`src/pkg/eopc_regs.vh`:
```
// register map, field layout and timing constants of the exposure / output port block
// included by the top design file only; holds definitions only
`ifndef EOPC_REGS_VH
`define EOPC_REGS_VH

// ****************************************
// register byte addresses
// ****************************************
`define EOPC_ADDR_FLC_LO      16'h3018
`define EOPC_ADDR_FLC_MID     16'h3019
`define EOPC_ADDR_FLC_HI      16'h301a
`define EOPC_ADDR_SSL_LO      16'h3020
`define EOPC_ADDR_SSL_MID     16'h3021
`define EOPC_ADDR_SSL_HI      16'h3022
`define EOPC_ADDR_OPS         16'h3046
`define EOPC_ADDR_WLC         16'h3407
`define EOPC_ADDR_FMT_LO      16'h3441
`define EOPC_ADDR_FMT_HI      16'h3442
`define EOPC_ADDR_ALC         16'h3443

// ****************************************
// reset values and encodings
// ****************************************
`define EOPC_FLC_RESET        18'h00465
`define EOPC_SSL_RESET        18'h00000
`define EOPC_OPS_RESET        4'he
`define EOPC_OPS_LVDS2        4'hd
`define EOPC_OPS_LVDS4        4'he
`define EOPC_OPS_LSB          4
`define EOPC_LANES_RESET      2'h3
`define EOPC_LANES_2          2'h1
`define EOPC_LANES_4          2'h3
`define EOPC_FMT_RESET        16'h0c0c
`define EOPC_FMT_RAW10        16'h0a0a
`define EOPC_FMT_RAW12        16'h0c0c

// ****************************************
// sync words and counts
// ****************************************
`define EOPC_SYNC_WORDS       3'h4
`define EOPC_SAV_CODE         12'h800
`define EOPC_EAV_CODE         12'h9d0
`define EOPC_RAW10_BITS       4'ha
`define EOPC_RAW12_BITS       4'hc

`endif

```
`src/design/eopc_top.v`:
```
// exposure timing and serial output port control
// assumes byte register writes on the control port are in the ref_clk domain;
// sync pins and the link clock come from outside and are synchronised here
`timescale 1ns/100ps
`include "eopc_regs.vh"

// How it works
// [RULE1] integrate frame minus (shutter+1) lines
// [RULE2] new shutter takes effect next frame
// [RULE3] frame from sync input or line count
// [RULE4] 18-bit shutter over three bytes, reset zero
// [RULE5] controller keeps shutter in legal range
// [RULE6] slave lines counted from horizontal syncs
// [RULE7] 18-bit line count, reset 465 hex
// [RULE8] longer frame grows trailing blanking
// [RULE9] controller limits exposure near one second
// [RULE10] controller uses 1125 lines in 1080p
// [RULE11] interface pin fixed before reset release
// [RULE12] port select D two, E four channels
// [RULE13] lvds channels mapped to pairs B,C,A,D
// [RULE14] sav words, round-robin pixels, eav words
// [RULE15] serial words sent msb first
// [RULE16] csi lanes 1-4 on pairs A-D
// [RULE17] two or four csi lanes carry data
// [RULE18] pixel format 0a0a raw10, 0c0c raw12
// [RULE19] active lanes 1 two, 3 four
// [RULE20] wired lanes same encoding, reset 3
// [RULE21] unused lanes high impedance when two
// [RULE22] wired extra lanes drive idle signalling; here they also carry the broadcast sav/eav words
// [RULE23] controller writes multibyte values in-frame
module eopc_top #(
    parameter PIX_W      = 12,
    parameter LINE_W     = 18
) (
    input  wire              ref_clk,
    input  wire              rst,
    input  wire              output_interface_pin,
    input  wire              master_mode_pin,
    input  wire              vsync_in,
    input  wire              hsync_in,
    input  wire              link_clk,
    input  wire              reg_wr,
    input  wire              reg_rd,
    input  wire [15:0]       reg_addr,
    input  wire [7:0]        reg_wdata,
    output reg  [7:0]        reg_rdata,
    input  wire              pix_valid,
    input  wire [PIX_W-1:0]  pix_data,
    input  wire              line_start,
    input  wire              line_end,
    output wire              pix_ready,
    output reg               frame_start,
    output reg               shutter_pulse,
    output reg  [LINE_W-1:0] integ_lines,
    output reg  [LINE_W-1:0] frame_lines,
    output wire [3:0]        pair_data,
    output wire [3:0]        pair_oe,
    output wire              csi_clock_out,
    output wire              csi_clock_oe
);
    // ****************************************
    // registers
    // ****************************************
    reg  [LINE_W-1:0] frame_line_count;
    reg  [LINE_W-1:0] shutter_sweep_line;
    reg  [3:0]        output_port_select;
    reg  [1:0]        wired_lane_count;
    reg  [15:0]       csi_pixel_format;
    reg  [1:0]        active_lane_count;
    reg  [LINE_W-1:0] shutter_active;
    reg               is_lvds;
    reg               is_master;
    reg               strap_done;

    always @(posedge ref_clk or posedge rst) begin
        if (rst) begin
            frame_line_count   <= `EOPC_FLC_RESET; // RULE7
            shutter_sweep_line <= `EOPC_SSL_RESET; // RULE4
            output_port_select <= `EOPC_OPS_RESET; // RULE12
            wired_lane_count   <= `EOPC_LANES_RESET; // RULE20
            csi_pixel_format   <= `EOPC_FMT_RESET; // RULE18
            active_lane_count  <= `EOPC_LANES_RESET; // RULE19
        end else if (reg_wr) begin
            case (reg_addr)
                `EOPC_ADDR_FLC_LO:  frame_line_count[7:0]     <= reg_wdata; // RULE7
                `EOPC_ADDR_FLC_MID: frame_line_count[15:8]    <= reg_wdata;
                `EOPC_ADDR_FLC_HI:  frame_line_count[17:16]   <= reg_wdata[1:0];
                `EOPC_ADDR_SSL_LO:  shutter_sweep_line[7:0]   <= reg_wdata; // RULE4
                `EOPC_ADDR_SSL_MID: shutter_sweep_line[15:8]  <= reg_wdata;
                `EOPC_ADDR_SSL_HI:  shutter_sweep_line[17:16] <= reg_wdata[1:0];
                `EOPC_ADDR_OPS:     output_port_select <= reg_wdata[7:4]; // RULE12
                `EOPC_ADDR_WLC:     wired_lane_count   <= reg_wdata[1:0]; // RULE20
                `EOPC_ADDR_FMT_LO:  csi_pixel_format[15:8] <= reg_wdata; // RULE18
                `EOPC_ADDR_FMT_HI:  csi_pixel_format[7:0]  <= reg_wdata;
                `EOPC_ADDR_ALC:     active_lane_count  <= reg_wdata[1:0]; // RULE19
                default: ;
            endcase
        end
    end

    always @* begin
        case (reg_addr)
            `EOPC_ADDR_FLC_LO:  reg_rdata = frame_line_count[7:0];
            `EOPC_ADDR_FLC_MID: reg_rdata = frame_line_count[15:8];
            `EOPC_ADDR_FLC_HI:  reg_rdata = {6'h00, frame_line_count[17:16]};
            `EOPC_ADDR_SSL_LO:  reg_rdata = shutter_sweep_line[7:0];
            `EOPC_ADDR_SSL_MID: reg_rdata = shutter_sweep_line[15:8];
            `EOPC_ADDR_SSL_HI:  reg_rdata = {6'h00, shutter_sweep_line[17:16]};
            `EOPC_ADDR_OPS:     reg_rdata = {output_port_select, 4'h0};
            `EOPC_ADDR_WLC:     reg_rdata = {6'h00, wired_lane_count};
            `EOPC_ADDR_FMT_LO:  reg_rdata = csi_pixel_format[15:8];
            `EOPC_ADDR_FMT_HI:  reg_rdata = csi_pixel_format[7:0];
            `EOPC_ADDR_ALC:     reg_rdata = {6'h00, active_lane_count};
            default:            reg_rdata = 8'h00;
        endcase
    end

    // ****************************************
    // straps, caught after reset release
    // ****************************************
    reg [1:0] strap_s1;
    reg [1:0] strap_s2;
    reg [1:0] strap_s3;
    reg [2:0] strap_fill;
    always @(posedge ref_clk or posedge rst) begin
        if (rst) begin
            strap_s1   <= 2'h0;
            strap_s2   <= 2'h0;
            strap_s3   <= 2'h0;
            strap_fill <= 3'h0;
            strap_done <= 1'b0;
            is_lvds    <= 1'b0;
            is_master  <= 1'b0;
        end else begin
            strap_s1 <= {output_interface_pin, ~master_mode_pin};
            strap_s2 <= strap_s1;
            strap_s3 <= strap_s2;
            // stage contents from reset are not pin levels; wait until flushed
            strap_fill <= {strap_fill[1:0], 1'b1};
            // pins must be settled; sampled once and then ignored
            if (!strap_done && strap_fill[2] && strap_s3 == strap_s2) begin
                strap_done <= 1'b1;
                is_lvds    <= strap_s3[1]; // RULE11
                is_master  <= strap_s3[0];
            end
        end
    end

    // ****************************************
    // sync inputs and link clock synchronisers
    // ****************************************
    reg [2:0] vs_s;
    reg [2:0] hs_s;
    reg [2:0] lk_s;
    always @(posedge ref_clk or posedge rst) begin
        if (rst) begin
            vs_s <= 3'h7;
            hs_s <= 3'h7;
            lk_s <= 3'h0;
        end else begin
            vs_s <= {vs_s[1:0], vsync_in};
            hs_s <= {hs_s[1:0], hsync_in};
            lk_s <= {lk_s[1:0], link_clk};
        end
    end
    // sync inputs are active low; act on falling edges of the second stage
    wire vs_fall = vs_s[2] & ~vs_s[1];
    wire hs_fall = hs_s[2] & ~hs_s[1];
    wire bit_en  = lk_s[1] ^ lk_s[2];

    // ****************************************
    // frame and line timing
    // ****************************************
    reg  [LINE_W-1:0] line_cnt;
    wire              line_tick = is_master ? bit_en & (lk_s[1]) : hs_fall;
    wire              frame_end_m = line_tick && (line_cnt + 18'h00001 >= frame_line_count);
    wire              frame_tick = is_master ? frame_end_m : vs_fall; // RULE3
    always @(posedge ref_clk or posedge rst) begin
        if (rst) begin
            line_cnt       <= {LINE_W{1'b0}};
            frame_lines    <= `EOPC_FLC_RESET;
            shutter_active <= `EOPC_SSL_RESET;
            integ_lines    <= {LINE_W{1'b0}};
            frame_start    <= 1'b0;
            shutter_pulse  <= 1'b0;
        end else begin
            frame_start   <= frame_tick;
            shutter_pulse <= 1'b0;
            if (frame_tick) begin
                // slave counts hsync intervals within one vsync interval
                frame_lines    <= is_master ? frame_line_count : line_cnt; // RULE3 RULE6
                // latch at frame boundary so a change lands in the next frame
                shutter_active <= shutter_sweep_line; // RULE2
                line_cnt       <= {LINE_W{1'b0}};
            end else if (line_tick) begin
                // longer frames simply keep counting, lengthening rear blanking
                line_cnt <= line_cnt + 18'h00001; // RULE8
                if (line_cnt == shutter_active)
                    shutter_pulse <= 1'b1; // RULE1
            end
            integ_lines <= frame_lines - shutter_active - 18'h00001; // RULE1
        end
    end

    // ****************************************
    // output word sequencer
    // ****************************************
    localparam ST_IDLE = 3'b001;
    localparam ST_SAV  = 3'b010;
    localparam ST_PIX  = 3'b100;
    reg  [2:0] state;
    reg  [2:0] sync_cnt;
    reg  [3:0] bit_cnt;
    reg  [1:0] chan;
    reg        eav_pend;
    wire       four_ch   = is_lvds ? (output_port_select == `EOPC_OPS_LVDS4)
                                   : (active_lane_count == `EOPC_LANES_4); // RULE17
    wire [1:0] last_chan = four_ch ? 2'h3 : 2'h1;
    wire [3:0] nbits     = (!is_lvds && csi_pixel_format == `EOPC_FMT_RAW10) ?
                           `EOPC_RAW10_BITS : `EOPC_RAW12_BITS; // RULE18
    wire       word_slot = bit_en && (bit_cnt == 4'h0);
    reg  [PIX_W-1:0] word_out;
    reg  [3:0]       load_ch;
    assign pix_ready = (state == ST_PIX) && word_slot && !eav_pend;

    always @(posedge ref_clk or posedge rst) begin
        if (rst) begin
            state    <= ST_IDLE;
            sync_cnt <= 3'h0;
            bit_cnt  <= 4'h0;
            chan     <= 2'h0;
            eav_pend <= 1'b0;
            word_out <= {PIX_W{1'b0}};
            load_ch  <= 4'h0;
        end else begin
            // staged word waits for the next slot, where the lanes load it
            if (word_slot)
                load_ch <= 4'h0;
            if (bit_en)
                bit_cnt <= (bit_cnt + 4'h1 == nbits) ? 4'h0 : bit_cnt + 4'h1;
            case (state)
                ST_IDLE: begin
                    if (line_start && strap_done) begin
                        state    <= ST_SAV;
                        sync_cnt <= 3'h0;
                        chan     <= 2'h0;
                    end
                end
                ST_SAV: begin
                    if (word_slot) begin
                        // same sync word broadcast to every channel
                        word_out <= eav_pend ? `EOPC_EAV_CODE : `EOPC_SAV_CODE; // RULE14
                        load_ch  <= 4'hf;
                        sync_cnt <= sync_cnt + 3'h1;
                        if (sync_cnt + 3'h1 == `EOPC_SYNC_WORDS) begin
                            state    <= eav_pend ? ST_IDLE : ST_PIX;
                            eav_pend <= 1'b0;
                        end
                    end
                end
                ST_PIX: begin
                    if (word_slot && eav_pend) begin
                        state    <= ST_SAV;
                        sync_cnt <= 3'h0;
                        eav_pend <= 1'b1;
                    end else if (word_slot && pix_valid) begin
                        // one word per slot, channels in order
                        word_out <= pix_data; // RULE14
                        load_ch  <= 4'h1 << chan;
                        chan     <= (chan == last_chan) ? 2'h0 : chan + 2'h1;
                    end
                end
                default: state <= ST_IDLE;
            endcase
            // a close request wins over the clear at the end of a sync run
            if (line_end)
                eav_pend <= 1'b1;
        end
    end

    // ****************************************
    // lane serialisers, channel order 1..4
    // ****************************************
    wire [3:0] ch_bit;
    genvar g;
    generate
        for (g = 0; g < 4; g = g + 1) begin : g_lane
            eopc_lane_ser #(.W(PIX_W)) u_ser (
                .ref_clk (ref_clk),
                .rst     (rst),
                .bit_en  (bit_en),
                .load    (word_slot),
                .word    (load_ch[g] ? word_out : {PIX_W{1'b0}}),
                .nbits   (nbits),
                .sdata   (ch_bit[g])
            );
        end
    endgenerate

    // ****************************************
    // pair mapping: bit 0 = A, 1 = B, 2 = C, 3 = D
    // ****************************************
    // lvds: ch1 B, ch2 C, ch3 A, ch4 D; csi: lane n on pair n
    assign pair_data = is_lvds ? {ch_bit[3], ch_bit[1], ch_bit[0], ch_bit[2]} // RULE13
                               : ch_bit; // RULE16
    wire       wired4  = (wired_lane_count == `EOPC_LANES_4);
    wire       lvds4   = (output_port_select == `EOPC_OPS_LVDS4);
    // extra wired lanes stay driven, low apart from the broadcast sync words, rather than floating
    wire       csi_hi  = four_ch | wired4; // RULE21 RULE22
    wire [3:0] lvds_oe = {lvds4, 1'b1, 1'b1, lvds4}; // RULE13
    wire [3:0] csi_oe  = {csi_hi, csi_hi, 1'b1, 1'b1}; // RULE21 RULE22
    assign pair_oe      = strap_done ? (is_lvds ? lvds_oe : csi_oe) : 4'h0;
    assign csi_clock_out = lk_s[2] & ~is_lvds; // RULE16
    assign csi_clock_oe  = strap_done & ~is_lvds;
endmodule

```
`src/design/eopc_lane_ser.v`:
```
// one serial output lane: loads a word and shifts it out msb first
// assumes a one-cycle bit enable from the parent and words up to 12 bits
`timescale 1ns/100ps
module eopc_lane_ser #(
    parameter W = 12
) (
    input  wire         ref_clk,
    input  wire         rst,
    input  wire         bit_en,
    input  wire         load,
    input  wire [W-1:0] word,
    input  wire [3:0]   nbits,
    output reg          sdata
);
    reg [W-1:0] shreg;

    // ****************************************
    // shifter
    // ****************************************
    always @(posedge ref_clk or posedge rst) begin
        if (rst) begin
            shreg <= {W{1'b0}};
            sdata <= 1'b0;
        end else if (bit_en) begin
            if (load) begin
                // left-justify so 10-bit words also leave msb first
                shreg <= (word << (W - nbits)) << 1; // RULE15
                sdata <= word[nbits-1]; // RULE15
            end else begin
                shreg <= shreg << 1;
                sdata <= shreg[W-1]; // RULE15
            end
        end
    end
endmodule

```
`config.mk`:
```
export PLATFORM = sky130hd
export DESIGN_NAME = eopc_top
export DESIGN_NICKNAME = d
export VERILOG_FILES = /design/src/design/eopc_top.v /design/src/design/eopc_lane_ser.v
export VERILOG_INCLUDE_DIRS = /design/src /design/src/pkg
export SDC_FILE = /design/constraint.sdc
export NUM_CORES = 1
export LEC_CHECK = 0
export ABC_CLOCK_PERIOD_IN_PS = 20100
export BUFFER_PORTS_ARGS = -buffer_cell sky130_fd_sc_hd__buf_4
export CAP_MARGIN = 25
export CORE_UTILIZATION = 60
export CTS_CLUSTER_SIZE = 20
export DETAILED_ROUTE_END_ITERATION = 8
export GPL_TIMING_DRIVEN = 0
export PLACE_DENSITY = 0.88
export RECOVER_POWER = 25
export SYNTH_ARGS = -nofsm -noshare
export SYNTH_HDL_FRONTEND = slang
export SYNTH_HIERARCHICAL = 1
export SYNTH_SLANG_ARGS = --single-unit
```
`constraint.sdc`:
```
create_clock -name ref_clk -period 20.1 [get_ports ref_clk]
set_clock_uncertainty 0.15 [all_clocks]
set_input_delay 4.02 -clock ref_clk [delete_from_list [all_inputs] [get_ports ref_clk]]
set_output_delay 4.02 -clock ref_clk [all_outputs]
set_load 0.005 [all_outputs]
```
==> results.toml, run 1 <==
[critical_path]
cp-start-kind = "input port"
ff2ff_path_depth = 13
cp_top_family = "simple AND/OR/NAND/NOR gates"
cp-end-kind = "output pin"
rrSetupSlack_ps = 15190
rr_startpoint = "line_cnt[0]"
r2r_end = "frame_lines[4]"
crit_type = "in -> out"
slowest_stage = "nor2_1"
crit_path_max_fanout = 9
critPathMaxStageDelay_ps = 720
arrival_ps = 6420
startpoint = "reg_addr[9]"
crit_chain = "buf_4 > nor3_1 > nand4_1 > nor2_1 > a222oi_1 > nand3_1 > buf_4"
crit_buf_inv = 2
crit_required_ps = 15930
crit_top_cell = "buf_4"
path_depth = 7

[sta]
fin_crit_ps = 10590
setup_viol = 0
fin_crit_sh_pct = 52.7
rsz0062_at_grt = "false"
hold_ws_ps = 195
tightest_slew_ps = 2280
tns_ps = 0
slew_violations = 49
max_slew_margin_pct = -52.6
hold_viol = 0
max_freq_ghz = 0.0945

[pwr]
clockPowerShare_pct = 31.8
p_switching_uw = 485
sw_frac_of_total_pct = 32.5
p_per_area_nw_per_um2 = 86.5
fin_total_pwr_uw = 1490
internal-power_uw = 1010
power_frac_comb_pct = 28.6
ir_drop_mv = 0.0943
p_leak_uw = 0.00774
power_frac_seq_pct = 39.6

[place]
gp_routability_congestion = 0.943
dp_hpwl_um = 29700
port_buffers = 100

[logic_synthesis]
synth-xor-area-share_pct = 5.14
synth_flop_cell = "dfrtp_1"
synth_edf_count = 0
synthSimpleGateAreaFrac_pct = 17.9
ys_warn_count = 6
synth-compound-area-share_pct = 13.1
synth.avg_cell_area_um2 = 9.62
ys_types = 76
syn_inst = 1577
ys_seq_elements = 232
synthMuxAreaShare_pct = 16.0
synthesis.area_um2 = 15200
synthAdderAreaFrac_pct = 4.17
synth_async_sr_flop_share_pct = 100
ys_seq_area_share_pct = 38.5
synth_top_family_by_area = "simple AND/OR/NAND/NOR gates"

[die]
die_h_um = 161
row_count = 57
core_area_um2 = 24500
io_pins = 105
dieArea_um2 = 25900
start_util_pct = 61.8
fp.dieW_um = 161

[detailed_routing]
drc = 0
drt-initial-drc-count = 1463
via_per_inst = 6.35
drt-wirelength-per-cell_um = 19.8
wirelength_um = 41000
ant_nets = 0
drt_first_pass_iters = 6
vias = 13162

[grt]
antenna_found_initial = 0
grt_pass1_vias = 13035
grt_usage_pct = 31.7
grt_max_degree = 137
grt_pass1_wl_um = 66600
gr-total-overflow = 0

[run_status]
violations = "capacitance limit, slew limit"
outcome = "finished with violations"

[job]
maxCapViolCount = 1

[clocking]
h-tree-depth = 1
cts_buffer_depth = 3
clkSinkCount = 232
holdBufCountCts = 0
cts_resized = 0
cts_setup_buffers = 0
insertion_delay_ps = 560
root_buffer = "clkbuf_16"
numCtsBuffers = 26
cts_tree = "done"
clk_pin_slew_ps = 50

[cells_and_area]
area_growth_pct = 13.8
final_layout_size_suffix_gt1_share_pct = 21.5
antenna_cells = 0
nFillCells = 1752
multi_input_area_um2 = 8620
layout.nets = 1828
ff_latch_area_um2 = 5840

[hold_path]
hold_start = "strap_fill[1]"
holdPathEnd = "strap_fill[2]"
hold_depth = 0
hold_path_class = "reg -> reg"
-- power by group through the flow --
stage / clock network, uW / registers, uW / logic (uW)
global route: 493 / 599 / 468
floorplan: 0 / 584 / 287
detailed placement: 0 / 598 / 414
finish: 475 / 591 / 427
global placement: 0 / 593 / 398
CTS: 477 / 591 / 424
-- synth_stat cells, drive strengths merged, types with 10 or more instances --
cell    number  area (um2)
a211o       16         140
a21oi       78         394
a22oi       17         128
a31oi       30         188
and2        58         373
and3        15        93.8
buf         37         250
clkbuf      53         199
dfrtp      204        5100
dfstp       28         736
ha          49         613
inv         88         330
mux2       135        1540
mux2i       26         260
mux4        28         631
nand2      152         571
nand3       39         195
nand3b      10        75.1
nand4       19         119
nor2       114         428
nor3        36         205
nor3b       10        75.1
nor4        18         113
o21ai       67         335
or3         15        93.8
xnor2       43         377
xor2        46         403
-- placed cells by master, fill, tap and decap left out, types with 25 or more instances in the layout --
| cell | netlist | layout |
|---|---|---|
| dfrtp_1 | 204 | 204 |
| clkbuf_16 | 0 | 26 |
| a21oi_1 | 77 | 77 |
| clkbuf_1 | 53 | 69 |
| inv_1 | 88 | 87 |
| mux2_2 | 130 | 130 |
| and2_1 | 54 | 54 |
| a31oi_1 | 30 | 30 |
| o21ai_0 | 65 | 65 |
| nor2_1 | 114 | 114 |
| nor3_1 | 31 | 33 |
| nand3_1 | 39 | 39 |
| conb_1 | 2 | 25 |
| nand2_1 | 152 | 152 |
| ha_1 | 49 | 49 |
| xor2_1 | 46 | 46 |
| xnor2_1 | 43 | 43 |
| buf_4 | 6 | 99 |
| mux2i_1 | 26 | 26 |
| mux4_2 | 28 | 28 |
-- worst max path at each step --
stage	end	slack (ps)
2_1_floorplan	reg_rdata[1]	10590
3_5_place_dp	reg_rdata[6]	9670
6_report	reg_rdata[7]	9510
5_1_grt	reg_rdata[1]	9370
3_3_place_gp	integ_lines[9]	9030
4_1_cts	reg_rdata[7]	9630
-- cell families after synthesis --
| group | Yosys count |
|---|---|
| other cells | 2 |
| fa+ha+maj | 50 |
| buf+inv | 179 |
| mux | 189 |
| xor+xnor | 89 |
| simple gates | 533 |
| compound gates | 303 |
| flops | 232 |
-- per-layer routing --
metal / up-vias / share of wire (%) / track usage (%)
met1: 6309 / 39 / 41.1
met2: 721 / 48 / 52.7
li1: 5950 / - / -
met5: - / 0 / 0
met3: 182 / 8.2 / 4.75
met4: 0 / 4.7 / 14.6
-- flip-flops by register name, summed over array words and instances, names as in the netlist, 3 cells and up --
signal / flops
frame_line_count: 18
vs_s: 3
sync_cnt: 3
line_cnt: 18
csi_pixel_format: 16
shutter_sweep_line: 18
strap_fill: 3
g_lane.u_ser/sdata: 4
frame_lines: 18
word_out: 12
state: 3
output_port_select: 4
load_ch: 4
integ_lines: 18
lk_s: 3
g_lane.u_ser/shreg: 44
bit_cnt: 4
hs_s: 3
shutter_active: 18
-- metrics by stage --
step	instance area [um2]	utilization, %	worst slack [ps]	cells
after floorplan	15300	-	10590	1600
after global placement	16400	66.9	9030	2024
after detailed placement	16500	67.1	9670	2026
after CTS	17300	70.6	9630	2074
after global routing	17300	70.4	9370	2074
final	17300	70.4	9510	2074
-- worst register-to-register path, stage by stage, from the launching register on --
cell and delay, ps:
dfrtp_1 520, ha_1 290, nand3_1 210, nor3_1 660, nand3_1 220, xnor2_1 180, ha_1 320, nand4_1 140
nor3_1 270, nand2_1 90, o211ai_1 230, clkbuf_1 570, buf_1 540, mux2_2 420
-- layout make-up --
| class | instances | area share (%) |
|---|---|---|
| multi-input combinational | 1189 | 49.9 |
| tap | 324 | 2.35 |
| buffer | 90 | 2.53 |
| inverter | 89 | 1.94 |
| clock inverter | 8 | 0.551 |
| sequential | 232 | 33.8 |
| clock buffer | 40 | 4.42 |
| timing repair buffer | 102 | 4.48 |
Note: power is estimated with default switching activity, not from simulation.
==> run 2, diff against run 1 <==
--- a/config.mk
+++ b/config.mk
@@ -6,14 +6,14 @@
 export SDC_FILE = /design/constraint.sdc
 export NUM_CORES = 1
 export LEC_CHECK = 0
-export ABC_CLOCK_PERIOD_IN_PS = 20100
+export ABC_CLOCK_PERIOD_IN_PS = 8800
 export BUFFER_PORTS_ARGS = -buffer_cell sky130_fd_sc_hd__buf_4
 export CAP_MARGIN = 25
-export CORE_UTILIZATION = 60
+export CORE_UTILIZATION = 56
 export CTS_CLUSTER_SIZE = 20
 export DETAILED_ROUTE_END_ITERATION = 8
 export GPL_TIMING_DRIVEN = 0
-export PLACE_DENSITY = 0.88
+export PLACE_DENSITY = 0.87
 export RECOVER_POWER = 25
 export SYNTH_ARGS = -nofsm -noshare
 export SYNTH_HDL_FRONTEND = slang
==> constraint.sdc (replaced) <==
create_clock -name ref_clk -period 8.8 [get_ports ref_clk]
set_clock_uncertainty 0.15 [all_clocks]
set_input_delay 1.76 -clock ref_clk [delete_from_list [all_inputs] [get_ports ref_clk]]
set_output_delay 1.76 -clock ref_clk [all_outputs]
set_load 0.005 [all_outputs]
==> run 2 against run 1 <==
Against the previous run: the flow finishes with violations (DRC, capacitance limit, slew limit); sequential power grew 130%; register-to-register slack worse by 11000 ps; worst setup slack worse by 6800 ps; critical path type unchanged; largest cell class unchanged.
==> results.toml, run 2 (synthesis results as in run 1) <==
[detailed_routing]
drt_first_pass_iters = 9
ant_nets = 0
wirelength_um = 40600
via_per_inst = 6.28
drt-initial-drc-count = 1487
drt-wirelength-per-cell_um = 19.5
drc = 2
vias = 13105

[clocking]
h-tree-depth = 1
clk_pin_slew_ps = 60
numCtsBuffers = 27
insertion_delay_ps = 570
clkSinkCount = 232
holdBufCountCts = 0
cts_buffer_depth = 3
cts_resized = 0
cts_tree = "done"
root_buffer = "clkbuf_16"
cts_setup_buffers = 0

[sta]
rsz0062_at_grt = "false"
fin_crit_sh_pct = 69.4
tightest_slew_ps = 4870
setup_viol = 0
slew_violations = 110
hold_viol = 0
max_slew_margin_pct = -226
max_freq_ghz = 0.164
fin_crit_ps = 6110
tns_ps = 0

[critical_path]
cp-end-kind = "output pin"
crit_buf_inv = 2
cp-start-kind = "input port"
rrSetupSlack_ps = 3890
crit_chain = "buf_4 > nor3_1 > nand4_1 > nor2_1 > a222oi_1 > nand4_1 > buf_4"
crit_required_ps = 6890
critPathMaxStageDelay_ps = 680
cp_top_family = "simple AND/OR/NAND/NOR gates"
crit_type = "in -> out"
arrival_ps = 4200
crit_path_max_fanout = 9
slowest_stage = "nor3_1"

[cells_and_area]
antenna_cells = 0
final_common_cell = "dfrtp_1"
final_layout_size_suffix_gt1_share_pct = 22.7
layout.nets = 1830
final_cell_mix = "dfrtp_1 (204), nand2_1 (152), mux2_2 (130), nor2_1 (114), buf_4 (101)"
regMostFlops = "g_lane.u_ser/shreg"
area_growth_pct = 14.8
largest_register_ffs = 44

[pwr]
p_per_area_nw_per_um2 = 202
power_frac_seq_pct = 38.4
p_switching_uw = 1140
power_frac_comb_pct = 27.8
clockPowerShare_pct = 33.8
internal-power_uw = 2370
sw_frac_of_total_pct = 32.5
p_leak_uw = 0.00780
ir_drop_mv = 0.161
fin_total_pwr_uw = 3520

[place]
gp_routability_congestion = 0.929
port_buffers = 100
dp_hpwl_um = 29600

[die]
io_pins = 105
fp.dieW_um = 167
start_util_pct = 57.7
row_count = 59
core_area_um2 = 26300
die_h_um = 167
dieArea_um2 = 27800

[grt]
grt_pass1_wl_um = 66000
grt_pass1_vias = 13073
grt_usage_pct = 29.3
grt_max_degree = 111
antenna_found_initial = 0
gr-total-overflow = 0

[hold_path]
hold_path_class = "reg -> reg"

[run_status]
violations = "DRC, capacitance limit, slew limit"
outcome = "finished with violations"

[job]
maxCapViolCount = 1
==> run 2: area by class of cell <==
cell class,instances,area (um2)
Buffer,90,442
Clock buffer,31,731
Clock inverter,19,221
Fill cell,1933,8870
Inverter,89,335
Multi-Input combinational cell,1189,8630
Sequential cell,232,5840
Tap cell,335,419
Timing Repair Buffer,103,787
==> run 2: path summary, 6_finish.rpt <==
check | start | endpoint | cells past startpoint
max in group asynchronous | rst | shutter_active[8] | 2
min in group asynchronous | rst | g_lane[1].u_ser/shreg[9] | 2
worst max-delay path | reg_addr[9] | reg_rdata[1] | 7
worst min register to register | strap_s1[0] | strap_s2[0] | 0
worst max register to register | line_cnt[0] | frame_lines[3] | 13
worst min-delay path | strap_s1[0] | strap_s2[0] | 0
==> run 2: per-layer routing <==
| layer | track usage, % | up-vias | routed length [um] |
|---|---|---|---|
| met3 | 4.49 | 156 | 2970 |
| met2 | 50.3 | 598 | 19900 |
| met4 | 13.5 | 0 | 1840 |
| li1 | - | 5963 | - |
| met1 | 36.5 | 6388 | 15900 |
| met5 | 0 | - | 0 |
==> run 2: worst register-to-register path: cells and delay by family (launching register included) <==
| family | cells | cell delay [ps] |
|---|---|---|
| fa+ha+maj | 2 | 590 |
| flops | 1 | 490 |
| mux | 1 | 410 |
| simple gates | 6 | 1770 |
| compound gates | 1 | 210 |
| buf+inv | 2 | 990 |
| xor+xnor | 1 | 180 |
==> run 2: per-stage QoR <==
step,hold slack (ps),utilization [%],instance area [um2],std cells,worst slack [ps]
2_1_floorplan,181,-,15300,1600,1940
3_3_place_gp,182,62.5,16400,2035,-67.7
3_5_place_dp,186,62.7,16500,2037,2810
5_1_grt,209,66.2,17400,2088,2510
6_report,197,66.2,17400,2088,2690
4_1_cts,199,66.3,17400,2087,2750
==> run 2: power by group through the flow <==
stage	combinational, uW	sequential, uW	clock, uW
global route	1070	1370	1250
floorplan	656	1330	0
CTS	968	1350	1200
global placement	912	1360	0
finish	976	1350	1190
detailed placement	955	1360	0
==> run 3, diff against run 2 <==
--- a/config.mk
+++ b/config.mk
@@ -6,14 +6,14 @@
 export SDC_FILE = /design/constraint.sdc
 export NUM_CORES = 1
 export LEC_CHECK = 0
-export ABC_CLOCK_PERIOD_IN_PS = 8800
+export ABC_CLOCK_PERIOD_IN_PS = 6400
 export BUFFER_PORTS_ARGS = -buffer_cell sky130_fd_sc_hd__buf_4
 export CAP_MARGIN = 25
-export CORE_UTILIZATION = 56
+export CORE_UTILIZATION = 60
 export CTS_CLUSTER_SIZE = 20
 export DETAILED_ROUTE_END_ITERATION = 8
 export GPL_TIMING_DRIVEN = 0
-export PLACE_DENSITY = 0.87
+export PLACE_DENSITY = 0.88
 export RECOVER_POWER = 25
 export SYNTH_ARGS = -nofsm -noshare
 export SYNTH_HDL_FRONTEND = slang
==> constraint.sdc (replaced) <==
create_clock -name ref_clk -period 6.4 [get_ports ref_clk]
set_clock_uncertainty 0.15 [all_clocks]
set_input_delay 1.28 -clock ref_clk [delete_from_list [all_inputs] [get_ports ref_clk]]
set_output_delay 1.28 -clock ref_clk [all_outputs]
set_load 0.005 [all_outputs]
==> run 3 against run 2 <==
Against the previous run: the run ends with capacitance limit, slew limit left; register-to-register slack worse by 2400 ps; combinational power rose by 37%; via count is 0.28% higher; critical endpoint is now reg_rdata[7]; largest power group unchanged.
==> results.toml, run 3 (synthesis results as in run 1) <==
[run_status]
outcome = "finished with violations"
violations = "capacitance limit, slew limit"

[pwr]
power_frac_comb_pct = 28.6
clockPowerShare_pct = 31.8
ir_drop_mv = 0.296
power_frac_seq_pct = 39.6
p_per_area_nw_per_um2 = 271
internal-power_uw = 3170
p_leak_uw = 0.00775
sw_frac_of_total_pct = 32.4
p_switching_uw = 1520
fin_total_pwr_uw = 4690

[cells_and_area]
area_growth_pct = 14.0
largest_register_ffs = 44
layout.nets = 1828
regMostFlops = "g_lane.u_ser/shreg"
final_layout_size_suffix_gt1_share_pct = 22.1
fin_util_pct = 70.5
antenna_cells = 0
final_common_cell = "dfrtp_1"
final_cell_mix = "dfrtp_1 (204), nand2_1 (152), mux2_2 (130), nor2_1 (114), buf_4 (101)"
postLayoutCellArea_um2 = 17300

[clocking]
insertion_delay_ps = 560
cts_buffer_depth = 3
h-tree-depth = 1
cts_setup_buffers = 0
numCtsBuffers = 26
cts_resized = 0
holdBufCountCts = 0
clk_pin_slew_ps = 50
cts_tree = "done"
root_buffer = "clkbuf_16"
clkSinkCount = 232

[hold_path]
hold_start = "strap_fill[1]"
holdPathEnd = "strap_fill[2]"
hold_path_class = "reg -> reg"
hold_depth = 0

[grt]
grt_pass1_vias = 13035
gr-total-overflow = 0
grt_max_degree = 137
grt_usage_pct = 31.7
antenna_found_initial = 0
grt_pass1_wl_um = 66600

[die]
fp.dieW_um = 161
row_count = 57
die_h_um = 161
dieArea_um2 = 25900
io_pins = 105
core_area_um2 = 24500
start_util_pct = 61.8

[detailed_routing]
ant_nets = 0
wirelength_um = 41000
drt_first_pass_iters = 8
drc = 0
via_per_inst = 6.34
drt-initial-drc-count = 1419
vias = 13142
drt-wirelength-per-cell_um = 19.8

[critical_path]
cp-end-kind = "output pin"
cp-start-kind = "input port"
ff2ff_path_depth = 13
arrival_ps = 3720
crit_type = "in -> out"
rr_startpoint = "line_cnt[0]"
crit_required_ps = 4970
crit_path_max_fanout = 9
r2r_end = "frame_lines[4]"
startpoint = "reg_addr[9]"
rrSetupSlack_ps = 1490

[sta]
fin_crit_sh_pct = 80.4
slew_violations = 49
fin_crit_ps = 5150
tightest_slew_ps = 2270
setup_viol = 0
max_slew_margin_pct = -52.0
max_freq_ghz = 0.194
rsz0062_at_grt = "false"
hold_viol = 0
hold_ws_ps = 195

[job]
maxCapViolCount = 1

[place]
gp_routability_congestion = 0.943
dp_hpwl_um = 29700
place_area_um2 = 16500
port_buffers = 100
-- run 3: cell types whose count changed in the layout (fill, tap and decap cells not counted), sizes merged --
cell,previous run,this run
clkbuf,92,100
inv,91,87
clkinv,9,6
bufinv,3,1
clkinvlp,5,3
-- run 3: power by group through the flow --
| stage | combinational, uW | sequential (uW) | clock, uW |
|---|---|---|---|
| 2_1_floorplan | 902 | 1830 | 0 |
| 3_3_place_gp | 1250 | 1860 | 0 |
| 3_5_place_dp | 1300 | 1880 | 0 |
| 4_1_cts | 1330 | 1860 | 1500 |
| 5_1_grt | 1470 | 1880 | 1550 |
| 6_report | 1340 | 1860 | 1490 |
-- run 3: critical path, stage by stage --
cell	delay, ps
buf_4	110
nor3_1	560
nand4_1	360
nor2_1	760
a222oi_1	300
nand3_1	220
buf_4	140
-- run 3: final cells by class --
type / count / area, um2
Multi-Input combinational cell: 1189 / 8630
Clock inverter: 8 / 95.1
Timing Repair Buffer: 102 / 778
Sequential cell: 232 / 5840
Fill cell: 1745 / 7240
Tap cell: 324 / 405
Buffer: 90 / 442
Inverter: 89 / 335
Clock buffer: 40 / 763
-- run 3: metal layers --
metal	track usage [%]	vias to the layer above	share of wire, %
li1	-	5940	-
met1	41.1	6261	39
met2	52.7	752	48
met3	4.75	189	8.7
met4	14.6	0	4.9
met5	0	-	0
-- run 3: how the worst max path moves through the flow --
stage,cells after the start,to,slack (ps)
after global routing,7,reg_rdata[1],1150
after global placement,2,integ_lines[9],-1930
final,7,reg_rdata[7],1250
after detailed placement,7,reg_rdata[6],1450
after CTS,7,reg_rdata[7],1410
after floorplan,1,bit_cnt[0],20
-- run 3: through the flow --
stage	instances	worst slack, ps	setup TNS [ps]
floorplan	1600	16.0	0
global placement	2024	-1930	-297860
detailed placement	2026	1450	0
CTS	2074	1410	0
global route	2074	1150	0
finish	2074	1250	0
